--- src/pspg_pkg.sv ---
// constants, register map, state and storage types of the power sequencer block
package pspg_pkg;
	// ----------------------------------------------------------------
	// timing
	// ----------------------------------------------------------------
	localparam int CLK_PERIOD_NS = 10;
	localparam int TICK_PERIOD_NS = 1000000;
	localparam int TICK_CYCLES = (TICK_PERIOD_NS + CLK_PERIOD_NS - 1) / CLK_PERIOD_NS;
	localparam int T_DEGLITCH_MS = 50;
	localparam int T_LONG_PRESS_S = 8;
	localparam int T_HOLD_TIMEOUT_S = 5;
	localparam int T_WAKE_DELAY_MS = 50;
	localparam int T_WAKE_RELEASE_MS = 50;
	localparam int T_PG_BLANK_MS = 5;
	localparam int T_STEP_MIN_MS = 1;
	localparam int T_STEP_MAX_MS = 10;
	localparam logic [5:0] DB_LAST = 6'(T_DEGLITCH_MS - 1);
	localparam logic [12:0] LP_LAST = 13'(T_LONG_PRESS_S * 1000 - 1);
	localparam logic [12:0] WAKE_DLY = 13'(T_WAKE_DELAY_MS);
	localparam logic [12:0] WAKE_TMO = 13'(T_WAKE_DELAY_MS + T_HOLD_TIMEOUT_S * 1000);
	localparam logic [5:0] WREL_LAST = 6'(T_WAKE_RELEASE_MS - 1);
	localparam logic [2:0] BLANK_DONE = 3'(T_PG_BLANK_MS);
	localparam logic [3:0] STEP_MIN = 4'(T_STEP_MIN_MS);
	localparam logic [3:0] STEP_MAX = 4'(T_STEP_MAX_MS);
	localparam logic [12:0] TMR_MAX = 13'h1fff;

	// ----------------------------------------------------------------
	// rails, strobes and synchronised inputs
	// ----------------------------------------------------------------
	localparam int NRAIL = 7;
	localparam logic [6:0] BUCK_RAILS = 7'h07;
	localparam logic [6:0] SW_RAILS = 7'h18;
	localparam logic [6:0] LIN_RAILS = 7'h60;
	localparam logic [2:0] STB_FIRST = 3'h1;
	localparam logic [2:0] STB_LAST = 3'h7;
	localparam logic [2:0] STB_STEP_DELAY_6 = 3'h6;
	localparam logic [3:0] STB_AON_A = 4'he;
	localparam logic [3:0] STB_AON_B = 4'hf;
	localparam int NIN = 14;
	localparam int I_PB = 0;
	localparam int I_HOLD = 1;
	localparam int I_RSTN = 2;
	localparam int I_OTS = 3;
	localparam int I_UNDERVOLTAGE_LOCKOUT = 4;
	localparam int I_USB = 5;
	localparam int I_AC = 6;
	localparam int I_PG = 7;
	localparam logic [13:0] IN_RST = 14'h0005;

	// ----------------------------------------------------------------
	// register map
	// ----------------------------------------------------------------
	localparam logic [2:0] A_CTRL = 3'h0;
	localparam logic [2:0] A_PGCFG = 3'h1;
	localparam logic [2:0] A_ASSIGN = 3'h2;
	localparam logic [2:0] A_STEP = 3'h3;
	localparam logic [2:0] A_ENABLE = 3'h4;
	localparam logic [2:0] A_STATUS = 3'h5;
	localparam logic [2:0] A_IRQ = 3'h6;
	localparam int CTRL_TRIG = 0;
	localparam int CTRL_INST = 1;
	localparam int CTRL_OFF = 2;
	localparam int CTRL_LSA_REG = 3;
	localparam int CTRL_LSB_REG = 4;
	localparam int PGC_DLY_LSB = 8;
	localparam logic [4:0] CTRL_RST = 5'h04;
	localparam logic [1:0] PGMASK_RST = 2'h3;
	localparam logic [7:0] POWER_GOOD_DELAY_RST = 8'h14;
	localparam logic [27:0] ASSIGN_RST = 28'hfe54321;
	localparam logic [23:0] STEP_RST = 24'h222222;

	typedef enum logic [6:0] {
		ST_OFF = 7'h01,
		ST_WAKE = 7'h02,
		ST_UP = 7'h04,
		ST_ACTIVE = 7'h08,
		ST_DOWN = 7'h10,
		ST_AON_DN = 7'h20,
		ST_SLEEP = 7'h40
	} pspg_state_e;

	typedef struct packed {
		pspg_state_e st;
		logic [NIN-1:0] s1, s2, s3, flt;
		logic [16:0] div;
		logic tick;
		logic [5:0] db_cnt;
		logic pb_lvl;
		logic [12:0] lp_cnt;
		logic lp_done;
		logic [12:0] tmr;
		logic [2:0] stb;
		logic [5:0] wr_cnt;
		logic wr_act;
		logic tgt_off, cycle, seq_done, pgd_done, aux_arm;
		logic [7:0] pgd_cnt;
		logic [3*NRAIL-1:0] blank;
		logic [NRAIL-1:0] en;
		logic [4:0] ctrl;
		logic [1:0] pgmask;
		logic [7:0] power_good_delay;
		logic [27:0] asg;
		logic [23:0] stepd;
		logic irq_pb;
		logic [31:0] rdata;
		logic main_pg, aux_pg, wake_oe, wake_n;
	} pspg_regs_s;
endpackage

--- src/pspg_top.sv ---
// power-down sequencer, power-good outputs, pushbutton monitor and wake logic
//
// Implementation choices: strobed register access and the register addresses.
`timescale 1ns/10ps

// Overview of operation
// RL1: power-down disables strobe 7 first, then 6 after step delay 6, down to 1
// RL2: instant shutdown bit skips all delays and drops sequenced rails together
// RL3: power-down starts on trigger bit, hold low, long press, reset pin or fault
// RL4: going to OFF, unassigned rails are dropped after the sequence finishes
// RL5: going to SLEEP, rails outside the sequencer keep their state
// RL6: strobes 14 and 15 belong only to the two linear rails
// RL7: strobe 14 fires on wake event, strobe 15 one step delay 6 later
// RL8: on power-down, strobes 15 then 14 run only when going to OFF (OFF bit, long press, reset pin or fault)
// RL9: a monitored rail losing power-good is a fault: all rails off, enter OFF
// RL10: power-good outputs reset low, low with all rails off, unaffected by single disables
// RL11: disabled rails ignored; monitoring of a rail starts 5 ms after enable
// RL12: both power-good outputs wait the programmable delay after sequencing
// RL13: aux power-good high while a linear rail is on and healthy
// RL14: main power-good watches bucks, and switch rails only in regulator mode
// RL15: linear rails count toward main power-good only with mask cleared
// RL16: main power-good low in SLEEP and hold wait, high after delay in ACTIVE
// RL17: faults of switch rails in load-switch mode are ignored
// RL18: pushbutton deglitched 50 ms; a press powers up from OFF or SLEEP
// RL19: pushbutton held over 8 s power cycles the device
// RL20: every debounced button change sets its flag; status shows the level
// RL21: wake output low 50 ms after wake event, released 50 ms after hold
// RL22: hold still low 5 s after wake output falls shuts down by OFF bit
// RL23: rails with strobe field zero take no part in sequencing
// RL24: each step delay is clamped between 1 ms and 10 ms
// RL25: the trigger bit clears itself when its power-down finishes
module pspg_top import pspg_pkg::*; #(
	parameter logic [16:0] TICK_CYCLES_P = 17'(TICK_CYCLES)
) (
	input wire logic CORE_CLK_I,
	input wire logic SYS_RST_I,
	input wire logic PUSHBUTTON_IN_N_I,
	input wire logic POWER_HOLD_IN_I,
	input wire logic HW_RESET_N_I,
	input wire logic OVERTEMP_SHUTDOWN_I,
	input wire logic UNDERVOLTAGE_LOCKOUT_I,
	input wire logic USB_PRESENT_I,
	input wire logic AC_PRESENT_I,
	input wire logic [NRAIL-1:0] RAIL_PG_I,
	input wire logic [2:0] REG_ADDR_I,
	input wire logic [31:0] REG_WDATA_I,
	input wire logic REG_WE_I,
	input wire logic REG_RE_I,
	output logic [31:0] REG_RDATA_O,
	output logic [NRAIL-1:0] RAIL_EN_O,
	output logic MAIN_POWER_GOOD_O,
	output logic AUX_POWER_GOOD_O,
	output logic WAKE_OUT_N_O,
	output logic WAKE_OUT_OE_O
);
	// ----------------------------------------------------------------
	// helpers
	// ----------------------------------------------------------------
	function automatic logic [NRAIL-1:0] rails_at(input logic [27:0] asg, input logic [3:0] s);
		logic [NRAIL-1:0] r;
		r = '0;
		for (int i = 0; i < NRAIL; i++) begin
			r[i] = (s != 4'h0) && (asg[4*i +: 4] == s); // RL23
		end
		return r;
	endfunction

	function automatic logic [NRAIL-1:0] seq_rails(input logic [27:0] asg);
		logic [NRAIL-1:0] r;
		r = '0;
		for (int i = 0; i < NRAIL; i++) begin
			r[i] = (asg[4*i +: 4] != 4'h0) && (asg[4*i +: 4] <= {1'b0, STB_LAST}); // RL23
		end
		return r;
	endfunction

	function automatic logic [12:0] step_ms(input logic [23:0] d, input logic [2:0] k);
		logic [3:0] v;
		v = d[4*(k-3'h1) +: 4];
		if (v < STEP_MIN) begin
			v = STEP_MIN; // RL24
		end else if (v > STEP_MAX) begin
			v = STEP_MAX; // RL24
		end
		return {9'h000, v};
	endfunction

	// ----------------------------------------------------------------
	// rail monitoring
	// ----------------------------------------------------------------
	pspg_regs_s q, n;
	logic [NRAIL-1:0] pg, mon, ls_ign, main_set;
	logic hold, rst_ok, hazard, fault, main_bad, lin_bad;

	assign pg = q.flt[I_PG +: NRAIL];
	assign hold = q.flt[I_HOLD];
	assign rst_ok = q.flt[I_RSTN];
	assign ls_ign = SW_RAILS & {2'b00, ~q.ctrl[CTRL_LSB_REG], ~q.ctrl[CTRL_LSA_REG], 3'b000}; // RL17
	assign main_set = BUCK_RAILS | (SW_RAILS & ~ls_ign) // RL14
		| (LIN_RAILS & {~q.pgmask[1], ~q.pgmask[0], 5'h00}); // RL15

	always_comb begin
		for (int i = 0; i < NRAIL; i++) begin
			mon[i] = q.en[i] && (q.blank[3*i +: 3] == BLANK_DONE); // RL11
		end
	end

	assign fault = |(mon & ~pg & ~ls_ign); // RL9
	assign main_bad = |(mon & ~pg & main_set);
	assign lin_bad = |(mon & ~pg & LIN_RAILS);
	assign hazard = !rst_ok || q.flt[I_OTS] || q.flt[I_UNDERVOLTAGE_LOCKOUT] || fault; // RL3

	// ----------------------------------------------------------------
	// next state
	// ----------------------------------------------------------------
	always_comb begin
		logic pb_chg, pb_fall, long_ev, wake_ev, go_down, down_off, clr_trig, main_done;
		pb_chg = 1'b0;
		pb_fall = 1'b0;
		long_ev = 1'b0;
		wake_ev = 1'b0;
		go_down = 1'b0;
		down_off = 1'b0;
		clr_trig = 1'b0;
		main_done = 1'b0;
		n = q;
		n.tick = 1'b0;
		n.s1 = {RAIL_PG_I, AC_PRESENT_I, USB_PRESENT_I, UNDERVOLTAGE_LOCKOUT_I,
			OVERTEMP_SHUTDOWN_I, HW_RESET_N_I, POWER_HOLD_IN_I, PUSHBUTTON_IN_N_I};
		n.s2 = q.s1;
		n.s3 = q.s2;
		for (int i = 0; i < NIN; i++) begin
			if (q.s2[i] == q.s3[i]) begin
				n.flt[i] = q.s3[i];
			end
		end
		// 1 ms tick
		if (q.div == TICK_CYCLES_P - 17'h1) begin
			n.div = '0;
			n.tick = 1'b1;
		end else begin
			n.div = q.div + 17'h1;
		end
		// pushbutton deglitch and long press
		if (q.flt[I_PB] == q.pb_lvl) begin
			n.db_cnt = '0;
		end else if (q.tick) begin
			if (q.db_cnt == DB_LAST) begin // RL18
				n.db_cnt = '0;
				n.pb_lvl = q.flt[I_PB];
				pb_chg = 1'b1; // RL20
				pb_fall = !q.flt[I_PB];
			end else begin
				n.db_cnt = q.db_cnt + 6'h1;
			end
		end
		if (q.pb_lvl) begin
			n.lp_cnt = '0;
			n.lp_done = 1'b0;
		end else if (q.tick && !q.lp_done) begin
			if (q.lp_cnt == LP_LAST) begin
				long_ev = 1'b1; // RL19
				n.lp_done = 1'b1;
			end else begin
				n.lp_cnt = q.lp_cnt + 13'h1;
			end
		end
		wake_ev = pb_fall || (n.flt[I_USB] && !q.flt[I_USB]) || (n.flt[I_AC] && !q.flt[I_AC]);
		// power-good blanking after enable
		for (int i = 0; i < NRAIL; i++) begin
			if (!q.en[i]) begin
				n.blank[3*i +: 3] = '0;
			end else if (q.tick && q.blank[3*i +: 3] != BLANK_DONE) begin
				n.blank[3*i +: 3] = q.blank[3*i +: 3] + 3'h1; // RL11
			end
		end
		// wake release timer
		if (q.wr_act && q.tick) begin
			if (q.wr_cnt == WREL_LAST) begin
				n.wr_act = 1'b0; // RL21
			end else begin
				n.wr_cnt = q.wr_cnt + 6'h1;
			end
		end
		unique case (q.st)
			ST_OFF: begin
				if (wake_ev && rst_ok && !q.flt[I_OTS] && !q.flt[I_UNDERVOLTAGE_LOCKOUT]) begin // RL18
					n.st = ST_WAKE;
					n.tmr = '0;
					n.en = q.en | rails_at(q.asg, STB_AON_A); // RL7
				end
			end
			ST_WAKE: begin
				if (q.tick && q.tmr != TMR_MAX) begin
					n.tmr = q.tmr + 13'h1;
				end
				if (q.tick && q.tmr == step_ms(q.stepd, STB_STEP_DELAY_6)) begin
					n.en = q.en | rails_at(q.asg, STB_AON_B); // RL7
				end
				if (hold && q.wake_oe) begin
					n.st = ST_UP;
					n.stb = STB_FIRST;
					n.tmr = '0;
					n.wr_act = 1'b1; // RL21
					n.wr_cnt = '0;
				end else if (q.tmr >= WAKE_TMO) begin
					go_down = 1'b1; // RL22
					down_off = q.ctrl[CTRL_OFF]; // RL22
				end
				if (hazard) begin
					go_down = 1'b1;
					down_off = 1'b1;
				end
			end
			ST_UP: begin
				if (q.tmr == '0) begin
					n.en = q.en | rails_at(q.asg, {1'b0, q.stb});
					if (q.stb == STB_LAST) begin
						n.st = ST_ACTIVE;
						n.seq_done = 1'b1;
						n.pgd_cnt = '0;
					end else begin
						n.tmr = 13'h1;
					end
				end else if (q.tick) begin
					if (q.tmr == step_ms(q.stepd, q.stb)) begin
						n.stb = q.stb + 3'h1;
						n.tmr = '0;
					end else begin
						n.tmr = q.tmr + 13'h1;
					end
				end
				if (hazard) begin
					go_down = 1'b1;
					down_off = 1'b1;
				end
			end
			ST_ACTIVE: begin
				if (!q.pgd_done && q.tick) begin
					n.pgd_cnt = q.pgd_cnt + 8'h1;
					if ({1'b0, q.pgd_cnt} + 9'h001 >= {1'b0, q.power_good_delay}) begin
						n.pgd_done = 1'b1; // RL12
						n.aux_arm = 1'b1;
					end
				end
				if (q.ctrl[CTRL_TRIG] || !hold) begin
					go_down = 1'b1; // RL3
					down_off = q.ctrl[CTRL_OFF];
				end
				if (long_ev) begin
					go_down = 1'b1;
					down_off = 1'b1;
					n.cycle = 1'b1; // RL19
				end
				if (hazard) begin
					go_down = 1'b1; // RL9
					down_off = 1'b1;
				end
			end
			ST_DOWN: begin
				if (q.ctrl[CTRL_INST]) begin
					n.en = q.en & ~seq_rails(q.asg); // RL2
					main_done = 1'b1;
				end else if (q.tmr == '0) begin
					n.en = q.en & ~rails_at(q.asg, {1'b0, q.stb}); // RL1
					if (q.stb == STB_FIRST) begin
						main_done = 1'b1;
					end else begin
						n.tmr = 13'h1;
					end
				end else if (q.tick) begin
					if (q.tmr == step_ms(q.stepd, q.stb - 3'h1)) begin
						n.stb = q.stb - 3'h1; // RL1
						n.tmr = '0;
					end else begin
						n.tmr = q.tmr + 13'h1;
					end
				end
				if (main_done) begin
					n.tmr = '0;
					if (q.tgt_off) begin
						n.st = ST_AON_DN; // RL8
					end else begin
						n.st = ST_SLEEP; // RL5
						clr_trig = 1'b1;
					end
				end
			end
			ST_AON_DN: begin
				if (q.tmr == '0) begin
					n.en = q.en & ~rails_at(q.asg, STB_AON_B); // RL8
					n.tmr = 13'h1;
				end else if (q.ctrl[CTRL_INST] || (q.tick && q.tmr == step_ms(q.stepd, STB_STEP_DELAY_6))) begin
					n.en = '0; // RL4
					clr_trig = 1'b1;
					n.seq_done = 1'b0;
					n.pgd_done = 1'b0;
					n.aux_arm = 1'b0;
					n.cycle = 1'b0;
					n.tmr = '0;
					if (q.cycle) begin
						n.st = ST_WAKE; // RL19
						n.en = rails_at(q.asg, STB_AON_A);
					end else begin
						n.st = ST_OFF;
					end
				end else if (q.tick) begin
					n.tmr = q.tmr + 13'h1;
				end
			end
			ST_SLEEP: begin
				if (hold) begin
					n.st = ST_UP;
					n.stb = STB_FIRST;
					n.tmr = '0;
					n.pgd_done = 1'b0;
				end else if (wake_ev) begin
					n.st = ST_WAKE; // RL18
					n.tmr = '0;
					n.en = q.en | rails_at(q.asg, STB_AON_A);
				end
				if (hazard) begin
					go_down = 1'b1;
					down_off = 1'b1;
				end
			end
			default: begin
				n.st = ST_OFF;
			end
		endcase
		if (go_down) begin
			n.st = ST_DOWN;
			n.stb = STB_LAST; // RL1
			n.tmr = '0;
			n.tgt_off = down_off;
			n.seq_done = 1'b0;
			n.pgd_done = 1'b0;
		end
		if (clr_trig) begin
			n.ctrl[CTRL_TRIG] = 1'b0; // RL25
		end
		// register writes
		if (REG_WE_I) begin
			unique case (REG_ADDR_I)
				A_CTRL: n.ctrl = REG_WDATA_I[4:0];
				A_PGCFG: begin
					n.pgmask = REG_WDATA_I[1:0];
					n.power_good_delay = REG_WDATA_I[PGC_DLY_LSB +: 8];
				end
				A_ASSIGN: begin
					for (int i = 0; i < NRAIL; i++) begin
						n.asg[4*i +: 4] = REG_WDATA_I[4*i +: 4];
						if (!LIN_RAILS[i] && REG_WDATA_I[4*i +: 4] >= STB_AON_A) begin
							n.asg[4*i +: 4] = 4'h0; // RL6
						end
					end
				end
				A_STEP: n.stepd = REG_WDATA_I[23:0];
				A_ENABLE: begin
					if (q.st == ST_ACTIVE || q.st == ST_SLEEP) begin
						n.en = REG_WDATA_I[NRAIL-1:0];
					end
				end
				A_IRQ: n.irq_pb = q.irq_pb & ~REG_WDATA_I[0];
				default: begin
				end
			endcase
		end
		n.irq_pb = n.irq_pb | pb_chg; // RL20
		// register reads
		n.rdata = '0;
		if (REG_RE_I) begin
			unique case (REG_ADDR_I)
				A_CTRL: n.rdata = {27'h0, q.ctrl};
				A_PGCFG: n.rdata = {16'h0, q.power_good_delay, 6'h0, q.pgmask};
				A_ASSIGN: n.rdata = {4'h0, q.asg};
				A_STEP: n.rdata = {8'h0, q.stepd};
				A_ENABLE: n.rdata = {25'h0, q.en};
				A_STATUS: n.rdata = {17'h0, q.st, 3'h0, q.wake_oe, q.seq_done, q.aux_pg,
					q.main_pg, q.pb_lvl}; // RL20
				A_IRQ: n.rdata = {31'h0, q.irq_pb};
				default: n.rdata = '0;
			endcase
		end
		// outputs
		n.main_pg = (q.st == ST_ACTIVE) && q.pgd_done && |(q.en & main_set) && !main_bad; // RL16
		// kept through power-down: only the linear rails themselves drop it
		n.aux_pg = (q.st == ST_ACTIVE || q.st == ST_SLEEP || q.st == ST_UP || q.st == ST_DOWN
			|| q.st == ST_AON_DN) && q.aux_arm && |(q.en & LIN_RAILS) && !lin_bad; // RL13 RL10
		n.wake_oe = (n.st == ST_WAKE && n.tmr >= WAKE_DLY) || n.wr_act; // RL21
		n.wake_n = !n.wake_oe;
		if (SYS_RST_I) begin
			n = '0; // RL10
			n.st = ST_OFF;
			n.s1 = IN_RST;
			n.s2 = IN_RST;
			n.s3 = IN_RST;
			n.flt = IN_RST;
			n.pb_lvl = 1'b1;
			n.ctrl = CTRL_RST;
			n.pgmask = PGMASK_RST; // RL15
			n.power_good_delay = POWER_GOOD_DELAY_RST;
			n.asg = ASSIGN_RST;
			n.stepd = STEP_RST;
			n.wake_n = 1'b1;
		end
	end

	always_ff @(posedge CORE_CLK_I) begin
		q <= n;
	end

	assign REG_RDATA_O = q.rdata;
	assign RAIL_EN_O = q.en;
	assign MAIN_POWER_GOOD_O = q.main_pg;
	assign AUX_POWER_GOOD_O = q.aux_pg;
	assign WAKE_OUT_N_O = q.wake_n;
	assign WAKE_OUT_OE_O = q.wake_oe;
endmodule

--- config.mk ---
export PLATFORM = sky130hd
export DESIGN_NAME = pspg_top
export DESIGN_NICKNAME = d
export VERILOG_FILES = /design/src/pspg_pkg.sv /design/src/pspg_top.sv
export SDC_FILE = /design/constraint.sdc
export NUM_CORES = 1
export LEC_CHECK = 0
export BUFFER_PORTS_ARGS = -buffer_cell sky130_fd_sc_hd__buf_2
export CORE_UTILIZATION = 60
export DETAILED_ROUTE_END_ITERATION = 10
export HOLD_SLACK_MARGIN = 0.08
export PLACE_DENSITY = 0.79
export SYNTH_ARGS = -nofsm -noshare
export SYNTH_HDL_FRONTEND = slang
export SYNTH_SLANG_ARGS = --single-unit
--- constraint.sdc ---
create_clock -name CORE_CLK_I -period 6.33 [get_ports CORE_CLK_I]
set_input_delay 1.266 -clock CORE_CLK_I [delete_from_list [all_inputs] [get_ports CORE_CLK_I]]
set_output_delay 1.266 -clock CORE_CLK_I [all_outputs]
set_load 0.01 [all_outputs]
Yosys cells after proc, flatten, opt, wreduce, memory -nomap -nowiden

Cells that the tools add are included.

Add/sub/neg operators: 18
Order comparisons: 21
Equality and inequality tests: 92
Shift operators: 2
Mux-type cells: 137
Bitwise operators: 33
Reduce and logical (&&, ||, !) cells: 117

Operators by type and width:

| kind                    | number |
|---|---|
| $pmux W28 S7            | 1 |
| $mux W13                | 14 |
| $mux W7                 | 25 |
| $mux W4                 | 23 |
| $pmux W13 S6            | 1 |
| $mux W75                | 1 |
| $shiftx A24 B33 Y4      | 2 |
| $mux W16                | 4 |
| $eq A4 B4 Y1 const B    | 14 |
| $eq A13 B4 Y1           | 4 |
| $and A7 B7 Y7           | 7 |
| $pmux W7 S7             | 1 |
| $ne A3 B3 Y1 const B    | 16 |
| $logic_and A1 B1 Y1     | 47 |
| $pmux W7 S6             | 1 |
| $mux W1                 | 40 |
| $eq A3 B3 Y1 const B    | 11 |
| $reduce_or A2 Y1        | 15 |
| $eq A4 B3 Y1            | 7 |
| $le A4 B3 Y1 const B    | 7 |
| $mux W28                | 1 |
| $not A7 Y7              | 4 |
| $reduce_bool A4 Y1      | 7 |
| $add A13 B1 Y13 const B | 2 |
| other kinds (60)        | 165 |

Bits in registers: 270
Output and inout bits: 43

Logic depth before layout (Yosys ltp)

Gate-level depths: netlist of the first run.

Depth in word-level cells: 22
Depth in mapped cells: 17
Gate-level depth less buffers: 13

Worst setup path after synthesis of the first run

No wires, ideal clock.

Path type: reg2reg
Start: reg q[153] (netlist name)
End: reg q, in the netlist WAKE_OUT_OE_O
Setup time: 120 ps
Arrival: 4523 ps
Data required time: 6210 ps
Path slack: 1687 ps
Cell stages (with the launch flop): 16
Path through: dfxtp_1 clkbuf_1 inv_1 ha_1 buf_4 xor2_2 mux4_2 a211o_1 or3_4 o22a_1 a2111oi_4 o221ai_2 or3_1 a22o_1 or3_1 o31a_1

Word-level cells in the longest chain between the ends: 21
Elaborated cells on any way between the ends: 49
Those cells by class: 3 x add/sub; 5 x order compare; 5 x eq/ne; 2 x shift; 32 x mux; 2 x reduce/logical

Ends and longest elaborated chain:

| item                   | RTL line        | text |
|---|---|---|
| from (decl)            | pspg_top.sv:91  | `pspg_regs_s q, n;` |
| from (signal assigned) | pspg_top.sv:410 | `q <= n;` |
| $sub A3 B1 Y3          | pspg_top.sv:272 | `if (q.tmr == step_ms(q.stepd, q.stb - 3'h1)) begin` |
| $sub A3 B1 Y4          | pspg_top.sv:79  | `v = d[4*(k-3'h1) +: 4];` |
| $shiftx A24 B33 Y4     | pspg_top.sv:79  |  |
| $gt A4 B4 Y1           | pspg_top.sv:82  | `end else if (v > STEP_MAX) begin` |
| $mux W4                | pspg_top.sv:82  |  |
| $mux W4                | pspg_top.sv:80  | `if (v < STEP_MIN) begin` |
| $mux W4                | pspg_top.sv:271 | `end else if (q.tick) begin` |
| $mux W4                | pspg_top.sv:264 | `end else if (q.tmr == '0) begin` |
| [... 5 more ...]       | n/a             |  |
| $mux W13               | pspg_top.sv:264 |  |
| $mux W16               | pspg_top.sv:261 | `if (q.ctrl[CTRL_INST]) begin` |
| $mux W13               | pspg_top.sv:279 | `if (main_done) begin` |
| $pmux W13 S6           | pspg_top.sv:185 | `unique case (q.st)` |
| $mux W16               | pspg_top.sv:331 | `if (go_down) begin` |
| $ge A13 B6 Y1          | pspg_top.sv:390 | `n.wake_oe = (n.st == ST_WAKE && n.tmr >= WAKE_DLY) \|\| n.wr_act;` |
| $logic_and A1 B1 Y1 *  | pspg_top.sv:390 |  |
| $logic_or A1 B1 Y1 *   | pspg_top.sv:390 |  |

Every way passes the cells marked *; elsewhere a longest branch is shown, timed or not. The select of a mux whose other input is x is not followed.
A chain may end at the register's enable or synchronous reset.

Worst setup path after layout of the first run

Start: reg q[152] (netlist name)
End: reg q, in the netlist WAKE_OUT_OE_O

Same word-level chain as after synthesis.

==> metrics.txt, run 1 <==
commonest non-fill, non-tap cell in the layout dfxtp_1; EDFF count, synth 0; Sequential Power Share around 48%; residual DRC count 0; row cnt 55; Synth area leader dfxtp_1; combinational power share under 10%; IO Pins between 90 and 100; critical path class flop to flop; MaxCap Viol Count 0; overall power around 3.6 mW; die span in x 154.6 µm; overall routing resource usage 31.99%; fin crit share about four fifths; CTS Hold Bufs 0; First-pass DRT Iterations 5; Synth area leaders dfxtp_1 (38%), nand2_1 (5.9%), nor2_1 (5.1%), a21oi_1 (4.5%), ha_1 (3.4%); fraction of layout cells with a size suffix above 1 a little over a tenth; clock-pin slew on the worst setup and hold paths about 0.06 ns; share of the synthesized area in the top cell type a little under two fifths; Slew HR about an eighth; clk sink count ~270; share of the yosys chip area belonging to registers 38.10%; synthesized instance count between 1500 and 2000; reg2reg setup slack 1.32 ns; crit-path most repeated cell or3_1; CTS tree built; largest buffer count on any clock path 3; worst-margin pin slew 1.286 ns; Mapped Area around 14000 µm²; vias in the first global route 12090; Clk pwr share 48.0%; final net count between 1500 and 2000; die area 23910 µm²; register bit total from synthesis approximately 270; switching power total approximately 850 µW; Switching Fraction a little under a quarter; fillers between 1500 and 2000; leakage power around 5.9 nW; Die Y around 150 µm; drt total wl 38580 µm; setup TNS 0 ns; fmax roughly 0.20 GHz; Mean Syn Cell Area ~8 µm²; HP Class flop to flop; critical path arrival between 5 and 6 ns; status complete, no violations; skew final between 0.015 and 0.02 ns; Yosys warnings 0; htree depth 1; Max IR drop VDD between 0.2 and 0.25 mV; Synth Flop Type dfxtp_1; via count between 10000 and 15000; required time worst endpoint 6.79 ns; Startpoint Class flop; IO buf count 87; WL/cell between 15 and 20 µm; largest net degree at the start of global routing 72; DP HPWL between 20000 and 30000 µm; initial antenna violation count 3; Iter 0 DRT Violations between 1000 and 1500; Antenna Nets Post-Route 0; slowest cell delay on critical path around 0.90 ns; Setup Fix Bufs, Post-CTS 0; Root Buffer clkbuf_16; Int Pwr around 2.8 mW; Core Box Area 22710 µm²; post-synth cell types 81; Pins Over Slew Limit 0; worst-path fanout max 31; Initial Util approximately 62%; CTS resizes 0; Hold Vio Cnt, Final 0; Clock Latency Late Sink around 0.57 ns; final number of setup-violating endpoints 0; gr ovfl total 0; crit path buf inv count 1; crit path capture type flop; most frequent cells in the layout dfxtp_1 (266), nand2_1 (221), nor2_1 (189), a21oi_1 (125), buf_2 (86); Tmin final roughly 5 ns; vias per cell between 6 and 7; first-pass GRT wire length 61880 µm; CP Cell Sequence inv_6 > ha_1 > mux4_2 > or3_1 > o211a_1 > or3_1 > a221oi_2 > o221ai_2 > a31oi_1 > o311ai_0 > o311a_1 > o31a_1; fraction of registers with async set/reset 0%; CTS Buf Count 29; Syn-to-layout area delta 8.772%; Slowest-stage cell, CP ha_1; kind of cell adding the most delay to the critical path compound AO/OA/AOI/OAI gates; RSZ-0062 raised after global routing false; routability cong. 0.9562; Power per Cell Area 238.3 nW/µm²
-- cell type report --
cell class	instances	area, µm²	area share [%]
antenna	2	5.005	0.03292
clock buffer	38	829.5	5.456
clock inverter	16	171.4	1.127
inverter	49	188.9	1.243
multi-input combinational	1292	7807	51.35
sequential	266	5325	35.02
tap	285	356.6	2.345
timing repair buffer	98	520.5	3.423
-- layer usage --
metal	GRT usage, %	share of wire [%]	vias up
li1	-	-	6069
met1	40.06	39	5980
met2	53.52	46	680
met3	6.080	9.8	162
met4	14.24	4.9	2
met5	0	0.034	-
-- cells by family after synthesis --
family / Yosys count / share of synthesized area [%]
DFF: 266 / 38.10
and+or+nand+nor: 744 / 25.31
xor gates and xnor gates: 90 / 5.845
buffers and inverters: 183 / 6.176
other: 1 / 0.02683
adders and majority gates: 38 / 3.401
AOI/OAI and AO/OA: 373 / 17.17
muxes: 43 / 3.974
-- flip-flops by register name (all words and copies together), names as in the netlist --
register           cells
AUX_POWER_GOOD_O       1
MAIN_POWER_GOOD_O      1
RAIL_EN_O              7
REG_RDATA_O           28
WAKE_OUT_N_O           1
WAKE_OUT_OE_O          1
hold                   1
pg                     7
q                    219
-- stage by stage --
stage	utilization [%]	area (µm²)	worst slack (ns)	hold slack [ns]	std cells
finish	66.95	15200	1.316	0.4107	2046
global route	66.93	15200	1.068	0.4173	2044
CTS	66.93	15200	1.366	0.4161	2044
detailed placement	62.52	14200	1.371	0.4009	1990
global placement	62.52	14200	1.467	0.3947	1990
floorplan	-	13990	1.687	0.3895	1741
-- cells in the mapped netlist (all sizes together), types with 5 or more instances --
master / instances
dfxtp: 266
nand2: 221
nor2: 189
a21oi: 125
nand3: 83
o21ai: 76
clkbuf: 74
buf: 60
xor2: 55
nor3: 52
nor2b: 49
inv: 47
ha: 38
xnor2: 34
a211oi: 24
and3: 24
mux2i: 24
a31oi: 20
and2: 20
nand4: 17
nor4: 17
or3: 17
a22oi: 15
nand3b: 14
a22o: 11
o211ai: 11
a21o: 10
mux2: 10
o22ai: 10
or2: 10
mux4: 9
o311ai: 9
nand4b: 7
nand2b: 6
nor3b: 6
o21bai: 6
o221ai: 5
-- final timing paths --
path,startpoint,endpoint,depth (start not counted)
worst max register to register,q[152],WAKE_OUT_OE_O,12
worst min register to register,q[251],q[237],1
worst max-delay path,q[152],WAKE_OUT_OE_O,12
worst min-delay path,q[251],q[237],1
-- power groups by stage --
stage / Combinational [mW] / Clock, mW / Sequential [mW]
6_report: 0.157 / 1.74 / 1.73
5_1_grt: 0.170 / 1.83 / 1.73
4_1_cts: 0.154 / 1.75 / 1.73
3_5_place_dp: 0.153 / 0 / 1.76
3_3_place_gp: 0.150 / 0 / 1.76
2_1_floorplan: 0.110 / 0 / 1.75
Power figures use the tool's default switching activity.
==> inputs of run 2 (changes only) <==
- CORE_UTILIZATION: 60 -> 55
- PLACE_DENSITY: 0.79 -> 0.76
- clock period: 6.33 -> 4.5 ns (I/O delays scaled with it)
==> run 2 against run 1 <==
  * Setup slack worse by 1.1 ns
  * Critical path depth rose by 2
  * Flip-flop and latch count did not move
  * Sequential share of layout area decreased by 0.56 points
  * Clock-buffer cell count decreased by 4
  * Total power is 40% higher
  * Design area up 1.6%
  * First-iteration DRC count rose by 6.3%
  * Final cell count grew 2.6%
  * Worst hold slack gained 0.0041 ns
  * Clock skew increased by 0.017 ns
  * Sequential power is 40% higher
==> metrics.txt, run 2 (synthesis results as in run 1) <==
status complete, no violations (unchanged); Power per Cell Area 327.1 nW/µm² (was 238.3 nW/µm²); clock-pin slew on the worst setup and hold paths 0.07 ns (was 0.06 ns); clk sink count 266 (unchanged); most frequent cells in the layout dfxtp_1 (265), nand2_1 (221), nor2_1 (189), a21oi_1 (125), buf_2 (86) (was dfxtp_1 (266), nand2_1 (221), nor2_1 (189), a21oi_1 (125), buf_2 (86)); routability cong. 0.9506 (was 0.9562); first-pass GRT wire length 62640 µm (was 61880 µm); Syn-to-layout area delta 10.56% (was 8.772%); CTS tree built (unchanged); Antenna Nets Post-Route 0 (unchanged); Initial Util 56.81% (was 61.55%); Clock Latency Late Sink 0.57 ns (about the same); DP HPWL 27930 µm (was 26690 µm); vias per cell 6.171 (was 6.302); Largest register FFs 219 (unchanged); Die Y 161.4 µm (was 154.6 µm); largest buffer count on any clock path 3 (unchanged); die area 26060 µm² (was 23910 µm²); Core Box Area 24600 µm² (was 22710 µm²); First-pass DRT Iterations 7 (was 5); setup TNS 0 ns (unchanged); via count 12960 (was 12890); slowest cell delay on critical path 0.44 ns (was 0.90 ns); critical path class flop to flop (unchanged); final net count 1849 (was 1827); initial antenna violation count 0 (was 3); hold slack 0.4148 ns (was 0.4107 ns); IO Pins 96 (unchanged); MaxCap Viol Count 0 (unchanged); Tmin final 4.321 ns (was 5.014 ns); commonest non-fill, non-tap cell in the layout dfxtp_1 (unchanged); Hold Vio Cnt, Final 0 (unchanged); worst-margin pin slew 1.215 ns (was 1.286 ns); worst-path fanout max 9 (was 31); htree depth 1 (unchanged); Max IR drop VDD 0.3274 mV (was 0.2449 mV); gr ovfl total 0 (unchanged); fraction of layout cells with a size suffix above 1 11.99% (was 10.92%); overall routing resource usage 29.77% (was 31.99%); skew final 0.03634 ns (was 0.01961 ns); critical path arrival 4.75 ns (was 5.48 ns); row cnt 57 (was 55); Pins Over Slew Limit 0 (unchanged); Root Buffer clkbuf_16 (unchanged); Setup Fix Bufs, Post-CTS 0 (unchanged); largest net degree at the start of global routing 68 (was 72); vias in the first global route 12040 (was 12090); residual DRC count 0 (unchanged); CP Cell Sequence inv_6 > buf_4 > ha_4 > xor2_2 > mux4_2 > a211o_1 > or3_4 > o22a_1 > a2111oi_4 > o221ai_2 > or3_1 > a22o_1 > or3_1 > o31a_1 (was inv_6 > ha_1 > mux4_2 > or3_1 > o211a_1 > or3_1 > a221oi_2 > o221ai_2 > a31oi_1 > o311ai_0 > o311a_1 > o31a_1); fmax 0.2314 GHz (was 0.1994 GHz); Antenna Cells 0 (was 2); final number of setup-violating endpoints 0 (unchanged); CTS Buf Count 28 (was 29); kind of cell adding the most delay to the critical path compound AO/OA/AOI/OAI gates (unchanged); crit path capture type flop (unchanged); Most flops, register q (unchanged); WL/cell 18.77 µm (was 18.86 µm); overall power 5.055 mW (was 3.623 mW); die span in x 161.4 µm (was 154.6 µm); Slowest-stage cell, CP or3_1 (was ha_1); IO buf count 87 (unchanged); crit path buf inv count 2 (was 1); leakage power 5.970 nW (was 5.858 nW); crit-path most repeated cell or3_1 (unchanged); Iter 0 DRT Violations 1291 (was 1215); required time worst endpoint 4.93 ns (was 6.79 ns); RSZ-0062 raised after global routing false (unchanged); fillers 2130 (was 1898); fin crit share 96.03% (was 79.21%); drt total wl 39410 µm (was 38580 µm); HP Class flop to flop (unchanged); Slew HR 18.81% (was 13.17%); Startpoint Class flop (unchanged)
run 2: layout make-up:
type                            count  area, µm²  share of cell area, %
Multi-Input combinational cell   1292       7850                  50.79
Sequential cell                   266       5326                  34.46
Clock buffer                       34      763.2                  4.938
Timing Repair Buffer              121      718.2                  4.647
Tap cell                          324      405.4                  2.623
Clock inverter                     14      202.7                  1.312
Inverter                           49      188.9                  1.222
run 2: timing repair:
| item | in CTS | in global routing |
|---|---|---|
| hold buffers | 0 | 0 |
| gates resized for setup | 0 | 8 |
| setup endpoints to repair | 0 | 2 |
run 2: layer usage:
layer / global-route usage (%) / part of all wire, % / routed length (µm)
met1: 39.20 / 42 / 16430
met2: 49.12 / 46 / 18170
met3: 4.366 / 8.6 / 3398
met4: 11.62 / 3.6 / 1416
met5: 0 / 0 / 0
run 2: per-stage QoR:
stage | cells | cell area [µm²] | setup slack (ns) | utilization (%)
4_1_cts | 2100 | 15410 | 0.02879 | 62.63
5_1_grt | 2100 | 15450 | 0.003709 | 62.81
6_report | 2100 | 15450 | 0.1787 | 62.81
3_5_place_dp | 2052 | 14450 | 0.05927 | 58.71
2_1_floorplan | 1741 | 13990 | 0.06550 | -
3_3_place_gp | 2052 | 14450 | 0.1308 | 58.71
run 2: worst paths after layout:
kind / slack (ns) / to / start / cells after the start
worst max-delay path: 0.18 / WAKE_OUT_OE_O / q[152] / 14
worst min-delay path: 0.41 / q[237] / q[251] / 1
worst max register to register: 0.18 / WAKE_OUT_OE_O / q[152] / 14
worst min register to register: 0.41 / q[237] / q[251] / 1
run 2: report_power, final:
group	switching (mW)	total (mW)	internal, mW
Combinational	0.145	0.226	0.0808
Clock	0.963	2.40	1.43
Sequential	0.0381	2.43	2.39
Total	1.15	5.06	3.91
